**src/pkg/scds_consts.svh**
```systemverilog
`ifndef SCDS_CONSTS_SVH
`define SCDS_CONSTS_SVH

// ****************************************
// Register byte offsets
// ****************************************
`define SCDS_OFF_CTRL       12'h000
`define SCDS_OFF_STATUS     12'h004
`define SCDS_OFF_ANALOG     12'h008
`define SCDS_OFF_CMD        12'h00c
`define SCDS_OFF_SPEED0     12'h020
`define SCDS_OFF_SPEED_LAST 12'h03c

// ****************************************
// Control fields and reset values
// ****************************************
`define SCDS_CTRL_DIR_BIT   0
`define SCDS_CTRL_POL_BIT   1
`define SCDS_CTRL_SRC_LSB   4
`define SCDS_CTRL_SRC_MSB   5
`define SCDS_DIR_RESET      1'h0
`define SCDS_POL_RESET      1'h1
`define SCDS_SRC_RESET      2'h0
`define SCDS_SRC_INTERNAL8  2'h3
`define SCDS_SPEED_RESET    16'sh0000
`define SCDS_SPEED_MAX      16'sh4e20
`define SCDS_SPEED_MIN      16'shb1e0
`define SCDS_SPEED_COUNT    8

`endif

```
**src/pkg/scds_pkg.sv**
```systemverilog
package scds_pkg;
    typedef logic signed [15:0] scds_speed_t;

    typedef struct packed {
        logic       directionMethodSetting;
        logic       analogPolaritySetting;
        logic [1:0] speedSourceSetting;
    } scds_ctrl_t;

    typedef struct packed {
        logic [2:0] speedSelect;
        logic       speedSign;
    } scds_pins_t;
endpackage

```
**src/hdl/scds_speed_dir.sv**
```systemverilog
// The address map and register access over APB are this design's own decisions.
`timescale 1ns/1ps
`include "scds_consts.svh"

// Functional notes
// - Direction method 0 uses setpoint sign; 1 uses sign input, on means negative.
// - Analog polarity 0: positive voltage gives positive rotation, negative gives negative.
// - Analog polarity 1 inverts: positive voltage gives negative rotation.
// - Analog polarity setting resets to 1, the inverting setting.
// - Eight signed setpoints, range -20000 to 20000, reset to zero.
// - Source setting 3: three select lines pick one of eight setpoints.

module scds_speed_dir
    import scds_pkg::*;
(
    // Clock and reset
    input  wire logic        core_clk,
    input  wire logic        reset_n,
    // APB slave
    input  wire logic        psel,
    input  wire logic        penable,
    input  wire logic        pwrite,
    input  wire logic [11:0] paddr,
    input  wire logic [31:0] pwdata,
    output logic      [31:0] prdata,
    output logic             pready,
    output logic             pslverr,
    // Host pins
    input  wire logic        speedSelectLine1,
    input  wire logic        speedSelectLine2,
    input  wire logic        speedSelectLine3,
    input  wire logic        speedSignInput,
    input  wire scds_speed_t analogSpeedInput,
    // Conditioned command
    output scds_speed_t      internalSpeedCmd,
    output logic             internalSpeedNeg,
    output scds_speed_t      analogSpeedCmd,
    output logic             analogSpeedNeg
);
    // ****************************************
    // Control register
    // ****************************************
    scds_ctrl_t ctrl;

    function automatic scds_speed_t clampSpeed(input logic [31:0] raw);
        scds_speed_t v;
        v = scds_speed_t'(raw[15:0]);
        if ($signed(raw) > 32'sd20000) begin
            v = `SCDS_SPEED_MAX;
        end else if ($signed(raw) < -32'sd20000) begin
            v = `SCDS_SPEED_MIN;
        end
        return v;
    endfunction

    // ****************************************
    // APB decode
    // ****************************************
    wire logic access    = psel && penable;
    wire logic hitCtrl   = paddr == `SCDS_OFF_CTRL;
    wire logic hitStatus = paddr == `SCDS_OFF_STATUS;
    wire logic hitAnalog = paddr == `SCDS_OFF_ANALOG;
    wire logic hitCmd    = paddr == `SCDS_OFF_CMD;
    wire logic hitSpeed  = paddr >= `SCDS_OFF_SPEED0 && paddr <= `SCDS_OFF_SPEED_LAST
                           && paddr[1:0] == 2'h0;
    wire logic hitAny    = hitCtrl || hitStatus || hitAnalog || hitCmd || hitSpeed;
    wire logic [2:0] speedIdx = paddr[4:2];
    wire logic tableWrite = access && pwrite && hitSpeed;
    // Setpoint reads take one wait state because the table read is registered
    logic readWait;
    wire logic slowRead = access && !pwrite && hitSpeed && !readWait;

    assign pready  = !slowRead;
    assign pslverr = access && !hitAny;

    always_ff @(posedge core_clk) begin
        if (!reset_n) begin
            readWait <= 1'h0;
        end else begin
            readWait <= slowRead;
        end
    end

    always_ff @(posedge core_clk) begin
        if (!reset_n) begin
            ctrl.directionMethodSetting <= `SCDS_DIR_RESET;
            ctrl.analogPolaritySetting  <= `SCDS_POL_RESET;
            ctrl.speedSourceSetting     <= `SCDS_SRC_RESET;
        end else if (access && pwrite && hitCtrl) begin
            ctrl.directionMethodSetting <= pwdata[`SCDS_CTRL_DIR_BIT];
            ctrl.analogPolaritySetting  <= pwdata[`SCDS_CTRL_POL_BIT];
            ctrl.speedSourceSetting     <= pwdata[`SCDS_CTRL_SRC_MSB:`SCDS_CTRL_SRC_LSB];
        end
    end

    // ****************************************
    // Pin synchronisers
    // ****************************************
    scds_pins_t pinSync1;
    scds_pins_t pinSync2;
    scds_pins_t pinSync3;
    scds_pins_t pins;
    wire scds_pins_t pinRaw = '{speedSelect: {speedSelectLine3, speedSelectLine2,
                                              speedSelectLine1},
                                speedSign: speedSignInput};

    always_ff @(posedge core_clk) begin
        if (!reset_n) begin
            pinSync1 <= '0;
            pinSync2 <= '0;
            pinSync3 <= '0;
            pins     <= '0;
        end else begin
            pinSync1 <= pinRaw;
            pinSync2 <= pinSync1;
            pinSync3 <= pinSync2;
            if (pinSync2 == pinSync3) begin
                pins <= pinSync3;
            end
        end
    end

    // ****************************************
    // Setpoint table and selection
    // ****************************************
    // Sources other than 3 use only the first four slots; line 3 is ignored
    wire logic [2:0] selIdx = (ctrl.speedSourceSetting == `SCDS_SRC_INTERNAL8) ?
                              pins.speedSelect : {1'h0, pins.speedSelect[1:0]};
    scds_speed_t busSpeed;
    scds_speed_t selSpeed;

    scds_speed_table scds_speed_table_i (
        .core_clk  (core_clk),
        .reset_n   (reset_n),
        .writeEn   (tableWrite),
        .writeIdx  (speedIdx),
        .writeData (clampSpeed(pwdata)),
        .busIdx    (speedIdx),
        .busData   (busSpeed),
        .selIdx    (selIdx),
        .selData   (selSpeed)
    );

    // ****************************************
    // Direction resolution
    // ****************************************
    wire scds_speed_t selMag   = selSpeed[15] ? scds_speed_t'(-selSpeed) : selSpeed;
    wire logic        next_neg = ctrl.directionMethodSetting ?
                                 pins.speedSign : selSpeed[15];
    wire logic        anaNeg   = analogSpeedInput[15] ^ ctrl.analogPolaritySetting;
    wire logic        anaZero  = analogSpeedInput == `SCDS_SPEED_RESET;
    wire scds_speed_t anaMag   = analogSpeedInput[15] ?
                                 scds_speed_t'(-analogSpeedInput) : analogSpeedInput;

    always_ff @(posedge core_clk) begin
        if (!reset_n) begin
            internalSpeedCmd <= `SCDS_SPEED_RESET;
            internalSpeedNeg <= 1'h0;
            analogSpeedCmd   <= `SCDS_SPEED_RESET;
            analogSpeedNeg   <= 1'h0;
        end else begin
            internalSpeedNeg <= next_neg && selMag != `SCDS_SPEED_RESET;
            internalSpeedCmd <= next_neg ? scds_speed_t'(-selMag) : selMag;
            analogSpeedNeg   <= anaNeg && !anaZero;
            analogSpeedCmd   <= anaNeg ? scds_speed_t'(-anaMag) : anaMag;
        end
    end

    // ****************************************
    // Read data
    // ****************************************
    wire logic [31:0] ctrlWord = {26'h0, ctrl.speedSourceSetting, 2'h0,
                                  ctrl.analogPolaritySetting, ctrl.directionMethodSetting};
    wire logic [31:0] statWord = {27'h0, pins.speedSign, pins.speedSelect, internalSpeedNeg};

    always_comb begin
        prdata = 32'h0;
        if (hitCtrl) begin
            prdata = ctrlWord;
        end else if (hitStatus) begin
            prdata = statWord;
        end else if (hitAnalog) begin
            prdata = {{16{analogSpeedCmd[15]}}, analogSpeedCmd};
        end else if (hitCmd) begin
            prdata = {{16{internalSpeedCmd[15]}}, internalSpeedCmd};
        end else if (hitSpeed) begin
            prdata = {{16{busSpeed[15]}}, busSpeed};
        end
    end
endmodule

```
**src/hdl/scds_speed_table.sv**
```systemverilog
`timescale 1ns/1ps
`include "scds_consts.svh"

module scds_speed_table
    import scds_pkg::*;
(
    // Clock and reset
    input  wire logic        core_clk,
    input  wire logic        reset_n,
    // Write port
    input  wire logic        writeEn,
    input  wire logic [2:0]  writeIdx,
    input  wire scds_speed_t writeData,
    // Read ports, registered
    input  wire logic [2:0]  busIdx,
    output scds_speed_t      busData,
    input  wire logic [2:0]  selIdx,
    output scds_speed_t      selData
);
    scds_speed_t mem [`SCDS_SPEED_COUNT];

    // ****************************************
    // Eight setpoints, each cleared at reset
    // ****************************************
    genvar g;
    generate
        for (g = 0; g < `SCDS_SPEED_COUNT; g++) begin : gSlot
            always_ff @(posedge core_clk) begin
                if (!reset_n) begin
                    mem[g] <= `SCDS_SPEED_RESET;
                end else if (writeEn && writeIdx == 3'(g)) begin
                    mem[g] <= writeData;
                end
            end
        end
    endgenerate

    always_ff @(posedge core_clk) begin
        if (!reset_n) begin
            busData <= `SCDS_SPEED_RESET;
            selData <= `SCDS_SPEED_RESET;
        end else begin
            busData <= mem[busIdx];
            selData <= mem[selIdx];
        end
    end
endmodule

```
**config.mk**
```make
export PLATFORM = sky130hd
export DESIGN_NAME = scds_speed_dir
export DESIGN_NICKNAME = d
export VERILOG_FILES = /design/src/pkg/scds_pkg.sv /design/src/hdl/scds_speed_dir.sv /design/src/hdl/scds_speed_table.sv
export VERILOG_INCLUDE_DIRS = /design/src /design/src/pkg
export SDC_FILE = /design/constraint.sdc
export NUM_CORES = 1
export LEC_CHECK = 0
export ABC_CLOCK_PERIOD_IN_PS = 4200
export BUFFER_PORTS_ARGS = -buffer_cell sky130_fd_sc_hd__buf_2
export CORE_MARGIN = 10
export CORE_UTILIZATION = 45
export DETAILED_ROUTE_END_ITERATION = 6
export PLACE_DENSITY = 0.74
export REMOVE_ABC_BUFFERS = 1
export SLEW_MARGIN = 20
export SYNTH_ARGS = -nofsm -noshare
export SYNTH_HDL_FRONTEND = slang
export SYNTH_SLANG_ARGS = --single-unit
```
**constraint.sdc**
```tcl
create_clock -name core_clk -period 4.2 [get_ports core_clk]
set_input_delay 0.42 -clock core_clk [delete_from_list [all_inputs] [get_ports core_clk]]
set_output_delay 0.42 -clock core_clk [all_outputs]
set_load 0.01 [all_outputs]
```
; After elaboration in Yosys (flattened, before gate mapping)
; Memory sizes are Yosys's and may differ from the RTL's. A register that Yosys moved wholly into a read port is not among the register bits.
; Cells that the tools add are included.
[totals]
regBits = 55
ram_bits = 128
input_bits = 69
out_inout_bits = 68
mem_count = 1
word_cells = 128
[op_classes]
magnitude_cmp = 4
muxes = 46
eq_ne = 12
addsub = 4
reduce_logical = 36
bitwise = 9
[mem_list]
columns = memory, depth, word_bits, read_ports, rd_ports_with_merged_regs, wr, line_no
row1 = scds_speed_table_i.mem, 8, 16, 2, 2, 8, scds_speed_table.sv:20  ; scds_speed_t mem [`SCDS_SPEED_COUNT];
[op_table]
columns = operator, n
row1 = 2-to-1 mux 16 bit, 14
row2 = 2-to-1 mux 32 bit, 5
row3 = negator 16 bit, 4
row4 = greater-than comparator 32 x 16 -> 1 bit (second input constant), 1
row5 = < comparator 32 x 16 -> 1 bit (second input constant), 1
row6 = 2-to-1 mux 1 bit, 26
row7 = equality test 12 x 4 -> 1 bit (second input constant), 2
row8 = logical AND 1 bit, 20
row9 = zero test 16 bit, 1
row10 = nonzero test 16 bit, 1
row11 = equality test 12 x 3 -> 1 bit (second input constant), 1
row12 = equality test 3 bit (second input constant), 4
row13 = greater-or-equal comparator 12 x 6 -> 1 bit (second input constant), 1
row14 = less-or-equal comparator 12 x 6 -> 1 bit (second input constant), 1
row15 = zero test 12 bit, 1
row16 = OR 1 bit, 8
row17 = zero test 1 bit, 7
row18 = equality test 3 x 2 -> 1 bit (second input constant), 2
row19 = equality test 4 bit, 1
row20 = logical OR 1 bit, 4
row21 = equality test 3 x 1 -> 1 bit (second input constant), 1
row22 = zero test 3 bit, 1
row23 = 2-to-1 mux 3 bit, 1
row24 = equality test 2 bit (second input constant), 1
row25 = other kinds (2), 2

; Depth between registers and ports, before layout
[logic_depth]
word_depth = 9
mapped_depth = 11
mapped_depth_nobuf = 9

; Cells and area by module
; From an unflattened synthesis, not the netlist that was laid out.
[unflattened]
hier_cells = 1084
area_unflattened_um2 = 11906.4
[modules_own_cells]
columns = mod, seq_area_each_um2, instances, cells_each, area_per_inst_um2
row1 = scds_speed_table, 4484.3, 1, 527, 7669.9
row2 = scds_speed_dir, 1101.1, 1, 557, 4236.6

; Worst setup path after synthesis
; No wires, ideal clock.
[synth_path]
kind = input to register
startpoint = input paddr[7]
endpoint = memory scds_speed_table_i.mem[0][0] (netlist bit) (enable)
path_buffers = 1
path_slack_ns = 0.878
arrival_time_ns = 2.911
path_stages = 6
setup_ns = 0.411
t_required_ns = 3.789
cell_sequence = nor4_1 -> nand2_1 -> nor2_1 -> clkbuf_1 -> nand3_1 -> o21ai_0
[synth_lines]
columns = element, line_no
row1 = from (decl), scds_speed_dir.sv:23  ; input wire logic [11:0] paddr,
row2 = to (decl), scds_speed_table.sv:20

; Worst setup path after layout
[layout_path]
startpoint = input paddr[4]
endpoint = output prdata[17]
[layout_via]
elab_chain_len = 8
word_cells_on_any_way = 13
cone_classes = order compare (2) / eq/ne (3) / mux (5) / reduce/logical (3)
[layout_rtl]
columns = element, line_no
row1 = greater-or-equal comparator 12 x 6 -> 1 bit (no line) / less-or-equal comparator 12 x 6 -> 1 bit (equally long branches), -
row2 = logical AND 1 bit (no line), -
row3 = logical AND 1 bit, scds_speed_dir.sv:64  ; wire logic hitSpeed = paddr >= `SCDS_OFF_SPEED0 && paddr <= `SCDS_OFF_SPEED_LAST
row4 = 2-to-1 mux 32 bit, scds_speed_dir.sv:186  ; end else if (hitSpeed) begin
row5 = 2-to-1 mux 32 bit, scds_speed_dir.sv:184  ; end else if (hitCmd) begin
row6 = 2-to-1 mux 32 bit, scds_speed_dir.sv:182  ; end else if (hitAnalog) begin
row7 = 2-to-1 mux 32 bit, scds_speed_dir.sv:180  ; end else if (hitStatus) begin
row8 = 2-to-1 mux 32 bit (*), scds_speed_dir.sv:178  ; if (hitCtrl) begin
row9 = to (decl), scds_speed_dir.sv:25  ; output logic [31:0] prdata,
; Every way passes the cells marked *; elsewhere a longest branch is shown, timed or not.

==> flow_summary.toml <==
[status]
outcome = "completed"

[floorplanning]
initial_core_util_pct = 46.09
rows = 57
ios = 137
die-area_um2 = 31870
die_w_um = 178.5
core_area_um2 = 24530
die_h_um = 178.5

[synth]
netlist_area_um2 = 11310
synth-xor-area-share_pct = 3.485
ys_types = 68
ys.flop_type = "edfxtp_1"
synth_top_family_by_area = "simple AND/OR/NAND/NOR gates"
avgSynthCellArea_um2 = 10.65
synth_seq_area_share_pct = 49.39
synthCells = 1062
async_flop_share_pct = 0
synth_fa_ha_area_share_pct = 0.2213
ys_ff_latch = 215
synth_edf_count = 128
synth-compound-area-share_pct = 9.969
synth_simple_gate_area_share_pct = 17.37
ys_warn_count = 0
synth_mux_area_share_pct = 15.26

[global_routing]
antenna_found_initial = 1
grt.total_usage_pct = 18.84
grt_remaining_overflow = 0
grt_pass1_vias = 8759
grt_pass1_wl_um = 47800
grt_max_degree = 42

[critical_path]
path_max_fanout = 19
end_kind = "primary output"
critical-path-max-stage-delay_ns = 0.80
slowest_stage = "nor2_1"
path_class = "in -> out"
crit_arrival_ns = 2.88
crit_path_cell_trace = "buf_2 > inv_2 > nand4_1 > nor2_1 > a222oi_1 > inv_1 > buf_2"
cp.required_ns = 3.78
start_kind = "primary input"
cpMostUsedCell = "buf_2"

[power_and_ir_drop]
intPower_mw = 3.755
sw_frac_of_total_pct = 24.68
combPwrFrac_pct = 12.0
power_density_nw_per_um2 = 387.5
leakage_nw = 4.835
switchingPower_mw = 1.230
pwr-share-clk_pct = 39.1
pwr-share-seq_pct = 49.0
vdd_drop_max_v = 0.0001835

[cts]
clk_pin_slew_worst_paths_ns = 0.06
cts_buffers = 23
root_buffer = "clkbuf_16"
cts_setup_buffers = 0
cts_max_level = 1
ctsResizeCount = 0
holdBufCountCts = 0
clock_latency_ns = 0.51
cts_tree = "done"
cts.sinks = 215
clockBufferDepth = 3

[timing]
worst_slew_pin_slew_ns = 0.9308
relSlewSlack_pct = 37.72
fmax_mhz = 302.8
layout_setup_ws_ns = 0.8969
rsz0062_at_grt = "no"
fin_setup_tns_ns = 0
hold_violations = 0
drv_slew = 0
period_share_pct = 78.64
fin_crit_ns = 3.303
fin_skew_ns = 0.01795
setup_viol = 0

[drt]
vias = 8894
wl_per_cell_um = 20.65
routed_wl_um = 30890
viasPerCell = 5.945
dr.pass1.iters = 7
drtIter0Drc = 954
ant_nets = 0
drc = 0

[placed_design]
numPortBuffers = 136
gp_congestion = 0.9436
pre_cts_ws_ns = 0.9385
dp_hpwl_um = 22270
place_area_um2 = 12150

[layout]
drive_gt1_share_pct = 23.38
nets = 1228
regArea_um2 = 5587
antenna_cells = 0
multi_input_area_um2 = 5236
final_area_um2 = 12870
syn_to_final_growth_pct = 13.78
fillerInstances = 2151

[flow_run]
cap_violations = 0

[hold_path]
hold_class = "in -> reg"
-- Yosys cell counts (15+ instances only) --
cell type | count | area (um2)
nor2_1 | 198 | 743.2
edfxtp_1 | 128 | 3844
dfxtp_1 | 87 | 1742
nand2_1 | 83 | 311.6
mux4_2 | 64 | 1441
a21oi_1 | 56 | 280.3
clkbuf_1 | 53 | 198.9
o21ai_0 | 41 | 205.2
mux2i_1 | 25 | 250.2
xnor2_1 | 24 | 210.2
xor2_1 | 21 | 183.9
nor3_1 | 20 | 100.1
inv_1 | 18 | 67.56
buf_4 | 16 | 120.1
nand3_1 | 15 | 75.07
nand4_1 | 15 | 93.84
nor4_1 | 15 | 93.84
-- registers in the layout (all words and copies together), names as in the netlist, 4 cells and up --
register,count
pinSync2,4
internalSpeedCmd,16
scds_speed_table_i.selData,16
pins,4
pinSync3,4
pinSync1,4
analogSpeedCmd,16
scds_speed_table_i.busData,16
ctrl,4
scds_speed_table_i.mem,128
-- worst max-delay path, delay by kind of cell --
family	cells	cell delay (ns)
AND/OR/NAND/NOR	2	1.14
buffers and inverters	4	1.08
AO/OA/AOI/OAI	1	0.21
-- power groups by stage --
stage	Sequential, mW	Combinational, mW	Clock, mW
after global placement	2.47	0.582	0
final	2.44	0.596	1.95
after detailed placement	2.48	0.592	0
after global routing	2.45	0.652	2.06
after floorplan	2.47	0.346	0
after CTS	2.44	0.595	1.98
-- path summary, 6_finish.rpt --
path                                       from          endpoint  slack [ns]  cells past startpoint
setup / recovery                       paddr[4]        prdata[17]        0.90                      7
hold / removal                 speedSelectLine2       pinSync1[2]        0.13                      2
setup reg to reg  scds_speed_table_i.selData[0]  internalSpeedNeg        1.38                      8
hold reg to reg                     pinSync1[1]       pinSync2[1]        0.43                      1
-- stage by stage --
step                utilization (%)  std cells  total power, mW  hold WS [ns]
floorplan                         -        975            2.820        0.4118
global placement              49.52       1456            3.057        0.4171
detailed placement            49.52       1456            3.075        0.4185
CTS                           52.44       1496            5.010        0.1075
global route                  52.44       1496            5.170        0.1117
finish                        52.44       1496            4.986        0.1271
-- cell families (layout without fill, tap and decap cells) --
family / count (synthesis) / after routing
flip-flops: 215 / 215
adder cells (fa/ha/maj): 2 / 2
multiplexers: 92 / 92
AO/OA/AOI/OAI: 174 / 174
buffers and inverters: 109 / 219
XOR/XNOR: 45 / 45
AND/OR/NAND/NOR: 425 / 425
-- placed cells by master (no fill, tap or decap), types with 6 or more instances in the layout --
cell type and count:
nand4_1 15, nand2b_1 6, buf_2 136, nand2_1 83, a222oi_1 10, xor2_1 21, and2_1 13, and3_1 8
edfxtp_1 128, mux2i_1 25, o41ai_1 6, a21oi_1 56, o21ai_1 13, mux4_2 64, nor4_1 15, nor3_1 20
nor2_1 198, nand3_1 15, clkbuf_16 23, a22oi_1 6, dfxtp_1 86, o21ai_0 33, nor2b_1 8, or3_1 13
o31ai_1 6, o21a_1 7, inv_1 18, or4_1 11, buf_4 21, xnor2_1 24
-- layout make-up --
class	count	share of cell area (%)
clock buffer	29	4.726
tap	324	3.151
multi-input combinational	738	40.70
inverter	22	0.6418
timing repair buffer	157	6.516
sequential	215	43.42
clock inverter	11	0.8461
-- routing by layer --
layer / part of all wire (%) / up-vias / track usage, %
met2: 47 / 466 / 31.57
met4: 1.8 / 2 / 4.788
met5: 0.042 / - / 0
met1: 40 / 4294 / 24.00
li1: - / 4095 / -
met3: 11 / 37 / 4.545
Power figures use the tool's default switching activity.
